[src/hw/nci_pkg.sv]
package nci_pkg;
  // geometry
  localparam int PC_W = 14;
  localparam int RAM_WORDS = 512;
  localparam int STACK_DEPTH = 8;
  localparam int NUM_SRC = 8;
  localparam int PORT_D_W = 10;
  localparam logic [2:0] SP_RESET = 3'h7;
  localparam logic [6:0] VEC_PAGE = 7'h01;
  localparam logic [6:0] PAGE2 = 7'h02;
  // instruction clock: system clock divided by 3
  localparam logic [1:0] DIV_LAST = 2'h2;
  localparam logic [1:0] DIV_FETCH = 2'h0;
  // major opcodes, instr[9:6]
  localparam logic [3:0] OP_MISC = 4'h0;
  localparam logic [3:0] OP_ADDI = 4'h1;
  localparam logic [3:0] OP_LA = 4'h2;
  localparam logic [3:0] OP_RBIT = 4'h3;
  localparam logic [3:0] OP_PBIT = 4'h4;
  localparam logic [3:0] OP_TABP = 4'h5;
  localparam logic [3:0] OP_LX = 4'h6;
  localparam logic [3:0] OP_LY = 4'h7;
  localparam logic [3:0] OP_LZ = 4'h8;
  localparam logic [3:0] OP_SNZ = 4'h9;
  localparam logic [3:0] OP_BLA = 4'ha;
  localparam logic [3:0] OP_BMLA = 4'hb;
  // instr[9:7]
  localparam logic [2:0] OP_BM = 3'h6;
  localparam logic [2:0] OP_B = 3'h7;
  // misc sub-ops, instr[5:0]
  localparam logic [5:0] SUB_NOP = 6'h00;
  localparam logic [5:0] SUB_AM = 6'h01;
  localparam logic [5:0] SUB_AMC = 6'h02;
  localparam logic [5:0] SUB_RAR = 6'h03;
  localparam logic [5:0] SUB_SC = 6'h04;
  localparam logic [5:0] SUB_RC = 6'h05;
  localparam logic [5:0] SUB_TEAB = 6'h06;
  localparam logic [5:0] SUB_TABE = 6'h07;
  localparam logic [5:0] SUB_READ_DEPTH_POINTER_INSTR = 6'h08;
  localparam logic [5:0] SUB_RT = 6'h09;
  localparam logic [5:0] SUB_RTI = 6'h0a;
  localparam logic [5:0] SUB_SBK = 6'h0b;
  localparam logic [5:0] SUB_RBK = 6'h0c;
  localparam logic [5:0] SUB_EI = 6'h0d;
  localparam logic [5:0] SUB_DI = 6'h0e;
  localparam logic [5:0] SUB_TV1A = 6'h0f;
  localparam logic [5:0] SUB_TV2A = 6'h10;
  localparam logic [5:0] SUB_TDA = 6'h11;
  localparam logic [5:0] SUB_TAM = 6'h12;
  localparam logic [5:0] SUB_TMA = 6'h13;
  localparam logic [5:0] SUB_AND = 6'h14;
  localparam logic [5:0] SUB_OR = 6'h15;
  localparam logic [5:0] SUB_CMA = 6'h16;
  localparam logic [5:0] SUB_TAV1 = 6'h17;
  localparam logic [5:0] SUB_TAV2 = 6'h18;
  // bit-op kind, instr[5:4]
  localparam logic [1:0] BIT_SET = 2'h0;
  localparam logic [1:0] BIT_CLR = 2'h1;
  localparam logic [1:0] BIT_TEST = 2'h2;
  // register map
  localparam int AXI_AW = 5;
  localparam logic [4:0] REG_CTRL = 5'h00;
  localparam logic [4:0] REG_STATUS = 5'h04;
  localparam logic [4:0] REG_IRQ_EN = 5'h08;
  localparam logic [4:0] REG_IRQ_FLAGS = 5'h0c;
  localparam logic [1:0] RESP_OKAY = 2'h0;
  localparam logic [1:0] RESP_SLVERR = 2'h2;

  typedef enum logic [1:0] {
    NCI_EXEC = 2'b01,
    NCI_TABLE = 2'b10
  } nci_state_t;

  typedef struct packed {
    logic z;
    logic [3:0] x;
    logic [3:0] y;
  } nci_locator_t;

  typedef struct packed {
    nci_locator_t loc;
    logic carry;
    logic skip;
    logic [3:0] acc;
    logic [3:0] aux;
  } nci_context_t;

  typedef struct packed {
    logic [7:0] pad;
    logic skip;
    logic gate;
    logic carry;
    logic [2:0] sp;
    logic [3:0] acc;
    logic [13:0] pc;
  } nci_status_t;
endpackage : nci_pkg

[src/hw/nci_core.sv]
`timescale 1ns/1ps
module nci_core (
  // clock and reset
  input wire logic aclk,
  input wire logic aresetn,
  // register bus
  input wire logic [nci_pkg::AXI_AW-1:0] s_axi_awaddr,
  input wire logic [2:0] s_axi_awprot,
  input wire logic s_axi_awvalid,
  output logic s_axi_awready,
  input wire logic [31:0] s_axi_wdata,
  input wire logic [3:0] s_axi_wstrb,
  input wire logic s_axi_wvalid,
  output logic s_axi_wready,
  output logic [1:0] s_axi_bresp,
  output logic s_axi_bvalid,
  input wire logic s_axi_bready,
  input wire logic [nci_pkg::AXI_AW-1:0] s_axi_araddr,
  input wire logic [2:0] s_axi_arprot,
  input wire logic s_axi_arvalid,
  output logic s_axi_arready,
  output logic [31:0] s_axi_rdata,
  output logic [1:0] s_axi_rresp,
  output logic s_axi_rvalid,
  input wire logic s_axi_rready,
  // program memory
  output logic [nci_pkg::PC_W-1:0] rom_addr,
  input wire logic [9:0] rom_data,
  // peripheral requests
  input wire logic [nci_pkg::NUM_SRC-1:0] irq_src,
  // port D
  output logic [nci_pkg::PORT_D_W-1:0] port_d_out,
  input wire logic [nci_pkg::PORT_D_W-1:0] port_d_in
);
  logic [1:0] div;
  logic run;
  logic tick;
  nci_pkg::nci_state_t state;
  logic [13:0] pc;
  logic [13:0] pc_inc;
  logic [13:0] tbl_addr;
  logic [3:0] acc;
  logic [3:0] aux;
  logic [7:0] pair;
  logic [2:0] page_ptr;
  logic carry_bit;
  logic skip;
  logic gate;
  logic ei_wait;
  logic bank;
  logic irq_arm;
  nci_pkg::nci_locator_t ram_locator;
  nci_pkg::nci_context_t interrupt_context_save;
  logic [2:0] stack_depth_pointer;
  logic [13:0] return_stack_entry [0:nci_pkg::STACK_DEPTH-1];
  logic [3:0] ram [0:nci_pkg::RAM_WORDS-1];
  logic [7:0] flags;
  logic [7:0] enables;
  logic [7:0] pend;
  logic [2:0] win;
  logic irq_hit;
  logic take;
  logic exec;
  logic live;
  logic [3:0] major;
  logic [5:0] op;
  logic [3:0] mem;
  logic [4:0] sum_c;
  logic is_bm;
  logic is_b;
  logic push;
  logic pop;
  logic [13:0] push_val;
  logic ram_we;
  logic [3:0] ram_wdata;
  logic snz_hit;
  logic [7:0] clr;
  logic port_valid;
  logic wr_fire;
  logic rd_fire;
  nci_pkg::nci_status_t status;
  logic [7:0] tbl_hold;

  // instruction clock enable
  always_ff @(posedge aclk) begin
    if (!aresetn) begin
      div <= 2'h0;
    end else if (div == nci_pkg::DIV_LAST) begin
      div <= 2'h0;
    end else begin
      div <= div + 2'h1;
    end
  end

  assign tick = run && (div == nci_pkg::DIV_LAST);
  assign major = rom_data[9:6];
  assign op = rom_data[5:0];
  assign is_bm = (rom_data[9:7] == nci_pkg::OP_BM);
  assign is_b = (rom_data[9:7] == nci_pkg::OP_B);
  assign mem = ram[ram_locator];
  assign pc_inc = pc + 14'h0001;
  assign sum_c = {1'b0, acc} + {1'b0, mem} + {4'h0, carry_bit};
  assign pair = {aux, acc};
  assign port_valid = (ram_locator.y < 4'(nci_pkg::PORT_D_W));

  // fixed priority: lowest source index wins
  assign pend = flags & enables;
  always_comb begin
    win = 3'h0;
    for (int i = nci_pkg::NUM_SRC - 1; i >= 0; i--) begin
      if (pend[i]) begin
        win = 3'(i);
      end
    end
  end

  assign irq_hit = gate && (pend != 8'h00);
  assign take = tick && (state == nci_pkg::NCI_EXEC) && irq_arm && irq_hit;
  assign exec = tick && (state == nci_pkg::NCI_EXEC) && !take;
  assign live = exec && !skip;
  assign snz_hit = live && !is_bm && !is_b && (major == nci_pkg::OP_SNZ) && flags[op[2:0]]
                   && !enables[op[2:0]];

  // stack control
  always_comb begin
    push = take;
    push_val = pc;
    pop = tick && (state == nci_pkg::NCI_TABLE);
    if (live && !is_b) begin
      if (is_bm || major == nci_pkg::OP_BMLA || major == nci_pkg::OP_TABP) begin
        push = 1'b1;
        push_val = pc_inc;
      end else if (major == nci_pkg::OP_MISC && (op == nci_pkg::SUB_RT || op == nci_pkg::SUB_RTI)) begin
        pop = 1'b1;
      end
    end
  end

  always_ff @(posedge aclk) begin
    if (!aresetn) begin
      stack_depth_pointer <= nci_pkg::SP_RESET;
    end else if (push) begin
      stack_depth_pointer <= stack_depth_pointer + 3'h1;
    end else if (pop) begin
      stack_depth_pointer <= stack_depth_pointer - 3'h1;
    end
  end

  always_ff @(posedge aclk) begin
    if (push) begin
      return_stack_entry[stack_depth_pointer + 3'h1] <= push_val;
    end
  end

  // data ram bit ops and stores
  always_comb begin
    ram_we = 1'b0;
    ram_wdata = mem;
    if (live && !is_b && !is_bm) begin
      if (major == nci_pkg::OP_RBIT && op[5:4] != nci_pkg::BIT_TEST) begin
        ram_we = 1'b1;
        ram_wdata[op[1:0]] = (op[5:4] == nci_pkg::BIT_SET);
      end else if (major == nci_pkg::OP_MISC && op == nci_pkg::SUB_TMA) begin
        ram_we = 1'b1;
        ram_wdata = acc;
      end
    end
  end

  always_ff @(posedge aclk) begin
    if (ram_we) begin
      ram[ram_locator] <= ram_wdata;
    end
  end

  // request flags: a new request wins over a clear in the same cycle
  always_comb begin
    clr = 8'h00;
    if (take) begin
      clr[win] = 1'b1;
    end
    if (snz_hit) begin
      clr[op[2:0]] = 1'b1;
    end
  end

  always_ff @(posedge aclk) begin
    if (!aresetn) begin
      flags <= 8'h00;
    end else begin
      flags <= (flags & ~clr) | irq_src;
    end
  end

  // enable bits: software over the bus or the core's own transfers
  always_ff @(posedge aclk) begin
    if (!aresetn) begin
      enables <= 8'h00;
    end else if (wr_fire && s_axi_awaddr == nci_pkg::REG_IRQ_EN && s_axi_wstrb[0]) begin
      enables <= s_axi_wdata[7:0];
    end else if (live && !is_b && !is_bm && major == nci_pkg::OP_MISC && op == nci_pkg::SUB_TV1A) begin
      enables[3:0] <= acc;
    end else if (live && !is_b && !is_bm && major == nci_pkg::OP_MISC && op == nci_pkg::SUB_TV2A) begin
      enables[7:4] <= acc;
    end
  end

  // program memory address, stable well before the next tick
  always_ff @(posedge aclk) begin
    if (!aresetn) begin
      rom_addr <= 14'h0000;
    end else if (div == nci_pkg::DIV_FETCH) begin
      rom_addr <= (state == nci_pkg::NCI_TABLE) ? tbl_addr : pc;
    end
  end

  // core sequencing and datapath
  always_ff @(posedge aclk) begin
    if (!aresetn) begin
      state <= nci_pkg::NCI_EXEC;
      pc <= 14'h0000;
      tbl_addr <= 14'h0000;
      acc <= 4'h0;
      aux <= 4'h0;
      page_ptr <= 3'h0;
      carry_bit <= 1'b0;
      skip <= 1'b0;
      gate <= 1'b0;
      ei_wait <= 1'b0;
      bank <= 1'b0;
      irq_arm <= 1'b0;
      ram_locator <= '0;
      interrupt_context_save <= '0;
      port_d_out <= 10'h000;
    end else begin
      if (tick) begin
        irq_arm <= irq_hit;
      end
      if (take) begin
        interrupt_context_save <= '{ram_locator, carry_bit, skip, acc, aux};
        skip <= 1'b0;
        pc <= {nci_pkg::VEC_PAGE, 3'h0, win, 1'b0};
        gate <= 1'b0;
        ei_wait <= 1'b0;
      end else if (tick && state == nci_pkg::NCI_TABLE) begin
        {aux, acc} <= rom_data[7:0];
        pc <= return_stack_entry[stack_depth_pointer];
        state <= nci_pkg::NCI_EXEC;
      end else if (exec) begin
        pc <= pc_inc;
        skip <= 1'b0;
        if (ei_wait) begin
          gate <= 1'b1;
          ei_wait <= 1'b0;
        end
        if (!skip) begin
          if (is_b) begin
            pc <= {pc[13:7], rom_data[6:0]};
          end else if (is_bm) begin
            pc <= {nci_pkg::PAGE2, rom_data[6:0]};
          end else begin
            case (major)
              nci_pkg::OP_ADDI: acc <= acc + op[3:0];
              nci_pkg::OP_LA: acc <= op[3:0];
              nci_pkg::OP_LX: ram_locator.x <= op[3:0];
              nci_pkg::OP_LY: ram_locator.y <= op[3:0];
              nci_pkg::OP_LZ: ram_locator.z <= op[0];
              nci_pkg::OP_RBIT: begin
                if (op[5:4] == nci_pkg::BIT_TEST && !mem[op[1:0]]) begin
                  skip <= 1'b1;
                end
              end
              nci_pkg::OP_PBIT: begin
                if (port_valid) begin
                  if (op[5:4] == nci_pkg::BIT_SET) begin
                    port_d_out[ram_locator.y] <= 1'b1;
                  end else if (op[5:4] == nci_pkg::BIT_CLR) begin
                    port_d_out[ram_locator.y] <= 1'b0;
                  end else if (op[5:4] == nci_pkg::BIT_TEST && !port_d_in[ram_locator.y]) begin
                    skip <= 1'b1;
                  end
                end
              end
              nci_pkg::OP_TABP: begin
                tbl_addr <= {bank, op, page_ptr, acc};
                state <= nci_pkg::NCI_TABLE;
              end
              nci_pkg::OP_SNZ: begin
                if (snz_hit) begin
                  skip <= 1'b1;
                end
              end
              nci_pkg::OP_BLA: pc <= {1'b0, op, page_ptr, acc};
              nci_pkg::OP_BMLA: pc <= {1'b0, op, page_ptr, acc};
              nci_pkg::OP_MISC: begin
                case (op)
                  nci_pkg::SUB_AM: acc <= acc + mem;
                  nci_pkg::SUB_AMC: {carry_bit, acc} <= sum_c;
                  nci_pkg::SUB_RAR: begin
                    acc <= {carry_bit, acc[3:1]};
                    carry_bit <= acc[0];
                  end
                  nci_pkg::SUB_SC: carry_bit <= 1'b1;
                  nci_pkg::SUB_RC: carry_bit <= 1'b0;
                  nci_pkg::SUB_TEAB: page_ptr <= page_ptr;
                  nci_pkg::SUB_TABE: {aux, acc} <= tbl_hold;
                  nci_pkg::SUB_READ_DEPTH_POINTER_INSTR: acc <= {1'b0, stack_depth_pointer};
                  nci_pkg::SUB_RT: pc <= return_stack_entry[stack_depth_pointer];
                  nci_pkg::SUB_RTI: begin
                    pc <= return_stack_entry[stack_depth_pointer];
                    {ram_locator, carry_bit, skip, acc, aux} <= interrupt_context_save;
                  end
                  nci_pkg::SUB_SBK: bank <= 1'b1;
                  nci_pkg::SUB_RBK: bank <= 1'b0;
                  nci_pkg::SUB_EI: ei_wait <= 1'b1;
                  nci_pkg::SUB_DI: begin
                    gate <= 1'b0;
                    ei_wait <= 1'b0;
                  end
                  nci_pkg::SUB_TDA: page_ptr <= acc[2:0];
                  nci_pkg::SUB_TAM: acc <= mem;
                  nci_pkg::SUB_AND: acc <= acc & mem;
                  nci_pkg::SUB_OR: acc <= acc | mem;
                  nci_pkg::SUB_CMA: begin
                    if (acc == mem) begin
                      skip <= 1'b1;
                    end
                  end
                  nci_pkg::SUB_TAV1: acc <= enables[3:0];
                  nci_pkg::SUB_TAV2: acc <= enables[7:4];
                  default: acc <= acc;
                endcase
              end
              default: acc <= acc;
            endcase
          end
        end
      end
    end
  end

  // pair register: written by exchange-in, read by exchange-out
  always_ff @(posedge aclk) begin
    if (!aresetn) begin
      tbl_hold <= 8'h00;
    end else if (live && !is_b && !is_bm && major == nci_pkg::OP_MISC && op == nci_pkg::SUB_TEAB) begin
      tbl_hold <= pair;
    end
  end

  // register bus slave
  assign s_axi_awready = s_axi_awvalid && s_axi_wvalid && !s_axi_bvalid;
  assign s_axi_wready = s_axi_awready;
  assign wr_fire = s_axi_awready;
  assign s_axi_arready = !s_axi_rvalid;
  assign rd_fire = s_axi_arvalid && s_axi_arready;
  assign status = '{8'h00, skip, gate, carry_bit, stack_depth_pointer, acc, pc};

  always_ff @(posedge aclk) begin
    if (!aresetn) begin
      run <= 1'b0;
      s_axi_bvalid <= 1'b0;
      s_axi_bresp <= nci_pkg::RESP_OKAY;
    end else begin
      if (wr_fire) begin
        s_axi_bvalid <= 1'b1;
        s_axi_bresp <= s_axi_awaddr[4] ? nci_pkg::RESP_SLVERR : nci_pkg::RESP_OKAY;
        if (s_axi_awaddr == nci_pkg::REG_CTRL && s_axi_wstrb[0]) begin
          run <= s_axi_wdata[0];
        end
      end else if (s_axi_bready) begin
        s_axi_bvalid <= 1'b0;
      end
    end
  end

  always_ff @(posedge aclk) begin
    if (!aresetn) begin
      s_axi_rvalid <= 1'b0;
      s_axi_rdata <= 32'h0000_0000;
      s_axi_rresp <= nci_pkg::RESP_OKAY;
    end else if (rd_fire) begin
      s_axi_rvalid <= 1'b1;
      s_axi_rresp <= nci_pkg::RESP_OKAY;
      case (s_axi_araddr)
        nci_pkg::REG_CTRL: s_axi_rdata <= {31'h0000_0000, run};
        nci_pkg::REG_STATUS: s_axi_rdata <= status;
        nci_pkg::REG_IRQ_EN: s_axi_rdata <= {24'h00_0000, enables};
        nci_pkg::REG_IRQ_FLAGS: s_axi_rdata <= {24'h00_0000, flags};
        default: begin
          s_axi_rdata <= 32'h0000_0000;
          s_axi_rresp <= nci_pkg::RESP_SLVERR;
        end
      endcase
    end else if (s_axi_rready) begin
      s_axi_rvalid <= 1'b0;
    end
  end
endmodule : nci_core

[config.mk]
export PLATFORM = sky130hd
export DESIGN_NAME = nci_core
export DESIGN_NICKNAME = d
export VERILOG_FILES = /design/src/hw/nci_pkg.sv /design/src/hw/nci_core.sv
export SDC_FILE = /design/constraint.sdc
export NUM_CORES = 2
export LEC_CHECK = 0
export ABC_AREA = 1
export BUFFER_PORTS_ARGS = -buffer_cell sky130_fd_sc_hd__buf_2
export CAP_MARGIN = 0
export CORE_MARGIN = 4
export CORE_UTILIZATION = 60
export CTS_BUF_LIST = sky130_fd_sc_hd__clkbuf_16
export DETAILED_ROUTE_END_ITERATION = 8
export PLACE_DENSITY = 0.77
export SYNTH_ARGS = -nofsm -noshare
export SYNTH_HDL_FRONTEND = slang
export SYNTH_SLANG_ARGS = --single-unit
export TNS_END_PERCENT = 100
[constraint.sdc]
create_clock -name aclk -period 66.1 [get_ports aclk]
set_input_delay 19.83 -clock aclk [delete_from_list [all_inputs] [get_ports aclk]]
set_output_delay 19.83 -clock aclk [all_outputs]
set_load 0.05 [all_outputs]
=== Word-level counts from Yosys, hierarchy flattened ===
Memories as Yosys holds them, arrays and structs flattened. A register that Yosys moved wholly into a read port is not among the register bits.
Index checks and enable logic that the tools add are counted.

* Bits in registers: 167
* Input port bits: 87
* Output and inout bits: 65
* Logic and storage cells: 339
* Memory bits (writable): 2160
* Memories: 2

* Bitwise operators: 16
* Equality and inequality tests: 56
* Multiplexer cells: 119
* Order comparisons: 9
* Reduce and logical (&&, ||, !) cells: 90
* Add/subtract/negate cells: 8

{| class="wikitable"
|+ Memory list
! name !! depth !! width !! read ports !! clocked after Yosys merged registers in !! wr ports !! RTL line !! text
|-
| ram || 512 || 4 || 1 || 0 || 1 || nci_core.sv:56 || <nowiki>logic [3:0] ram [0:nci_pkg::RAM_WORDS-1];</nowiki>
|-
| return_stack_entry || 8 || 14 || 1 || 1 || 1 || nci_core.sv:55 || <nowiki>logic [13:0] return_stack_entry [0:nci_pkg::STACK_DEPTH-1];</nowiki>
|}

{| class="wikitable"
|+ Operators with widths
! cell !! number
|-
| two-way mux 14 bit || 9
|-
| one-hot mux 24 bit (4 select lines) || 1
|-
| two-way mux 4 bit || 17
|-
| equality test 6 x 5 -> 1 bit, second input constant || 9
|-
| equality test 6 x 4 -> 1 bit, second input constant || 8
|-
| AND reduction 8 bit || 6
|-
| two-way mux 1 bit || 45
|-
| one-hot mux 4 bit (11 select lines) || 1
|-
| two-way mux 3 bit || 12
|-
| logical AND 1 bit || 34
|-
| two-way mux 8 bit || 4
|-
| one-hot mux 14 bit (2 select lines) || 1
|-
| nonzero test 2 bit || 13
|-
| equality test 6 x 3 -> 1 bit, second input constant || 4
|-
| one-hot mux 4 bit (2 select lines) || 3
|-
| AND reduction 7 bit || 3
|-
| two-way mux 10 bit || 2
|-
| bitwise AND 8 bit || 2
|-
| equality test 4 x 3 -> 1 bit, second input constant || 4
|-
| equality test 4 bit, second input constant || 4
|-
| two-way mux 2 bit || 8
|-
| bitwise OR 8 bit || 2
|-
| equality test 5 x 4 -> 1 bit, second input constant || 3
|-
| adder 14 x 1 -> 14 bit, second input constant || 1
|-
| other kinds (60) || 102
|}

=== Logic depth before layout (Yosys ltp) ===
* Depth in word-level cells: 19
* Mapped depth: 32
* Depth with buffers taken out: 28

=== Least setup slack after synthesis ===
Ideal clock, no wire load.

* Path type: input to register
* From: in rom_data[2]
* To: mem ram[0][3], data pin
* Stages: 11
* Library setup time: 4167 ps
* Required time: 61933 ps
* Path slack: 21289 ps
* Arrival time: 40644 ps
* Path buffers: 1
* Cell sequence: clkbuf_1 > inv_1 > nand2_1 > nor2_1 > inv_1 > nor2_4 > nor2_1 > nor2_2 > inv_4 > a21oi_1 > o21ai_0

* Cells in the longest elaborated chain, start to end: 5

{| class="wikitable"
|+ RTL lines
! what !! RTL line !! text
|-
| from (decl) || nci_core.sv:28 || <nowiki>input wire logic [9:0] rom_data,</nowiki>
|-
| equality test 6 x 5 -> 1 bit || nci_core.sv:163 || <nowiki>end else if (major == nci_pkg::OP_MISC && op == nci_pkg::SUB_TMA) begin</nowiki>
|-
| logical AND 1 bit || nci_core.sv:163 ||
|-
| two-way mux 4 bit || nci_core.sv:163 ||
|-
| two-way mux 4 bit || nci_core.sv:160 || <nowiki>if (major == nci_pkg::OP_RBIT && op[5:4] != nci_pkg::BIT_TEST) begin</nowiki>
|-
| two-way mux 4 bit || nci_core.sv:159 || <nowiki>if (live && !is_b && !is_bm) begin</nowiki>
|-
| named net ram_wdata[3] || nci_core.sv:75 || <nowiki>logic [3:0] ram_wdata;</nowiki>
|-
| to (decl) || nci_core.sv:56 ||
|}

The timed path passes the listed nets, and every way through them passes these cells.

=== Final worst setup path ===
* From: in s_axi_awvalid
* To: out s_axi_wready

* Cells in the longest elaborated chain, start to end: 2

{| class="wikitable"
|+ RTL lines
! what !! RTL line !! text
|-
| from (decl) || nci_core.sv:9 || <nowiki>input wire logic s_axi_awvalid,</nowiki>
|-
| logical AND 1 bit (2 in series) || nci_core.sv:352 || <nowiki>assign s_axi_awready = s_axi_awvalid && s_axi_wvalid && !s_axi_bvalid;</nowiki>
|-
| to (decl) || nci_core.sv:14 || <nowiki>output logic s_axi_wready,</nowiki>
|}

Every way passes these cells.

==> reports/qor.yml <==
cts_tree: "done"
ios: 152
rsz0062_at_grt: "false"
cts.sinks: 2308
critPathMostFrequentCell: "buf_2"
chipWidth_um: 411
post-route-cell-area_um2: 106000
period_needed_ps: 40380
wl_um: 260000
synthArstFlopShare_pct: 0
grt_max_degree: 239
holdPathStages: 1
rr_worst_depth: 21
fin_setup_tns_ps: 0
required_ps: 46270
path_clk_slew_ps: 60
hp-class: "flop to flop"
rrSetupSlack_ps: 57950
final_net_count: 9323
htreeDepth: 4
synth-seq-cells: 2308
cts_hold_buf: 0
clk_path_buf_depth: 3
clockRootBuffer: "clkbuf_16"
wl_per_cell_um: 22.5
synth-compound-area-share_pct: 4.32
power_leakage_nw: 39.6
drtIter0Drc: 8622
dpl_cell_area_um2: 99200
p_per_area_nw_per_um2: 26.4
netlist_top_cells_area: "edfxtp_1 67%, nand2_1 16%, nor2_1 3.9%, dfxtp_1 3.0%, a21oi_1 1.5%"
ctsResizeCount: 0
worst_pin_slew_ps: 1260
worst_skew_pair.late_latency_ps: 860
synth.avg_cell_area_um2: 10.5
yosys_warnings: 0
cts_buffers: 216
synth-simple-area-share_pct: 22.1
crit_arrival_ps: 20550
final_layout_size_suffix_gt1_share_pct: 6.42
syn2layout_area_growth_pct: 8.86
grt.overflow.total: 0
maxCapViolCount: 0
crit_slowest_cell: "buf_2"
grt_pass1_vias: 66200
critPathKind: "input port to primary output"
start_util_pct: 60.5
core_area_um2: 161000
cp-end-kind: "primary output"
crit_buf_inv: 2
synth-edff-count: 2160
cp_max_fo: 6
r2r_start: "ram_locator[1]$_SDFFE_PN0P_"
synth_adder_area_share_pct: 0.288
die_h_um: 411
synth-main-ff-cell: "edfxtp_1"
antenna_found_initial: 5
final_hold_viol_count: 0
grt_pass1_wl_um: 390000
slew_headroom_pct: 16.1
synth.distinct_cells: 54
drtPass1Iterations: 9
synth_common_cells: "4021 x nand2_1, 2160 x edfxtp_1, 1017 x nor2_1"
dr_total_vias: 68700
period_share_pct: 61.1
grt_usage_pct: 30.4
synth-seq-area-share_pct: 69.7
synthMuxAreaShare_pct: 0.0720
globalplace.congestion: 0.949
worstSetupStartpointType: "input port"
synth_top_family_by_area: "simple AND/OR/NAND/NOR gates"
hpwl_um: 139000
cp_cell_sequence: "buf_2 > nand2_1 > nor2_1 > buf_2"
r2r-end: "ram[351][1]$_DFFE_PP_"
min_from: "div[0]$_SDFF_PP0_"
max_clock_freq_mhz: 24.8
path_delay_family: "buffers and inverters"
ir_worst_vdd_uv: 28.3
synthXorXnorAreaFrac_pct: 0.135
slowest_delay_ps: 340
post_cts_buffers: 0
synth.most_common_cell: "nand2_1"
port_buffers: 108
status: "complete, no violations"
num_rows: 147
synthCells: 9295
setup_viol: 0
synth_area_um2: 97400
dieArea_um2: 169000
slew_viol_final: 0
hold_end: "div[0]$_SDFF_PP0_"
synth.largest_area_cell: "edfxtp_1"
yosys.area.top_type_share_pct: 66.6
vias_per_cell: 5.95
nFillCells: 11700
ant_nets: 0
finClkSkew_ps: 51.1
drc: 0
-- through the flow --
stage	total power, mW	util [%]	worst slack (ps)	cells	hold WS, ps
floorplan	1.63	-	21290	9304	401
global placement	1.64	61.6	25750	11200	409
detailed placement	1.64	61.6	25730	11200	420
CTS	2.81	65.9	25730	11600	427
global route	2.87	65.9	25660	11600	454
finish	2.80	65.9	25720	11600	424
-- layout by cell type (no fill, tap or decap), types with 15 or more instances in the layout --
| master | synthesis | layout |
|---|---|---|
| o22ai_1 | 30 | 27 |
| o21ai_0 | 255 | 254 |
| o211ai_1 | 42 | 42 |
| nand2_2 | 17 | 21 |
| clkbuf_16 | 0 | 221 |
| inv_2 | 11 | 18 |
| inv_1 | 192 | 231 |
| clkinv_1 | 0 | 67 |
| a21oi_1 | 290 | 290 |
| a311oi_1 | 20 | 20 |
| nand4_1 | 117 | 117 |
| clkinv_2 | 0 | 27 |
| edfxtp_1 | 2160 | 2160 |
| buf_4 | 22 | 91 |
| ha_1 | 16 | 16 |
| o21ai_1 | 43 | 43 |
| nand2_1 | 4021 | 4011 |
| bufinv_16 | 0 | 15 |
| nand2_4 | 16 | 22 |
| nor2_1 | 1017 | 1014 |
| nor3_1 | 18 | 15 |
| nand3_1 | 221 | 221 |
| dfxtp_1 | 148 | 146 |
| buf_2 | 223 | 108 |
-- worst max path at each step --
stage | endpoint | depth (start not counted) | slack (ps) | startpoint
2_1_floorplan | ram[0][3]$_DFFE_PP_ | 11 | 21290 | rom_data[2]
3_3_place_gp | s_axi_awready | 4 | 25750 | s_axi_awvalid
3_5_place_dp | s_axi_wready | 4 | 25730 | s_axi_awvalid
4_1_cts | s_axi_wready | 4 | 25730 | s_axi_awvalid
5_1_grt | s_axi_wready | 4 | 25660 | s_axi_awvalid
6_report | s_axi_wready | 4 | 25720 | s_axi_awvalid
-- worst register-to-register path, stage by stage (launching register included) --
cell and delay, ps:
dfxtp_4 630, buf_12 400, nand2_4 160, inv_8 510, buf_4 760, buf_4 800
nand2_1 160, nand2_1 100, o21ai_0 90, nand2_1 120, nor2_1 50, nor2_1 230
nor2_1 90, nand2_1 100, nand2_1 60, nand2_1 200, nor2_1 150, nand2_1 300
inv_1 230, o22ai_4 750, buf_4 860, buf_12 810
-- per-layer routing --
metal,GRT usage (%),vias up,wire [um]
li1,-,31100,-
met1,40.7,32800,96600
met2,49.4,4090,122000
met3,5.15,752,29000
met4,13.2,2,12300
met5,0,-,12
-- flip-flops by register name, indices dropped and copies added, names as in the netlist, 2 cells and up, named ones only --
| signal | cells |
|---|---|
| ram | 2048 |
| return_stack_entry | 112 |
| s_axi_rdata | 24 |
| interrupt_context_save | 15 |
| pc | 14 |
| rom_addr | 14 |
| tbl_addr | 14 |
| ram_locator | 9 |
| enables | 8 |
| flags | 8 |
| acc | 4 |
| tbl_hold | 4 |
| page_ptr | 3 |
| stack_depth_pointer | 3 |
| div | 2 |
| state | 2 |
-- cell type report --
type | count | area (um^2) | share of cell area [%]
Tap cell | 2160 | 2700 | 2.55
Multi-Input combinational cell | 6275 | 26400 | 24.9
Timing Repair Buffer | 210 | 1440 | 1.36
Inverter | 205 | 811 | 0.765
Sequential cell | 2308 | 67800 | 64.0
Antenna cell | 3 | 7.51 | 0.00708
Clock buffer | 221 | 5530 | 5.22
Clock inverter | 177 | 1270 | 1.20
-- where the power goes --
group	internal (mW)	total [mW]	switching (mW)
Sequential	1.58	1.58	0.00181
Combinational	0.00792	0.0329	0.0249
Clock	0.662	1.19	0.530
-- cell families after synthesis --
kind of cell	count (synthesis)
buffers and inverters	721
other	1
adder cells (fa/ha/maj)	20
flip-flops	2308
AO/OA/AOI/OAI	753
XOR/XNOR	15
AND/OR/NAND/NOR	5470
multiplexers	7
(Power assumes the default switching activity.)
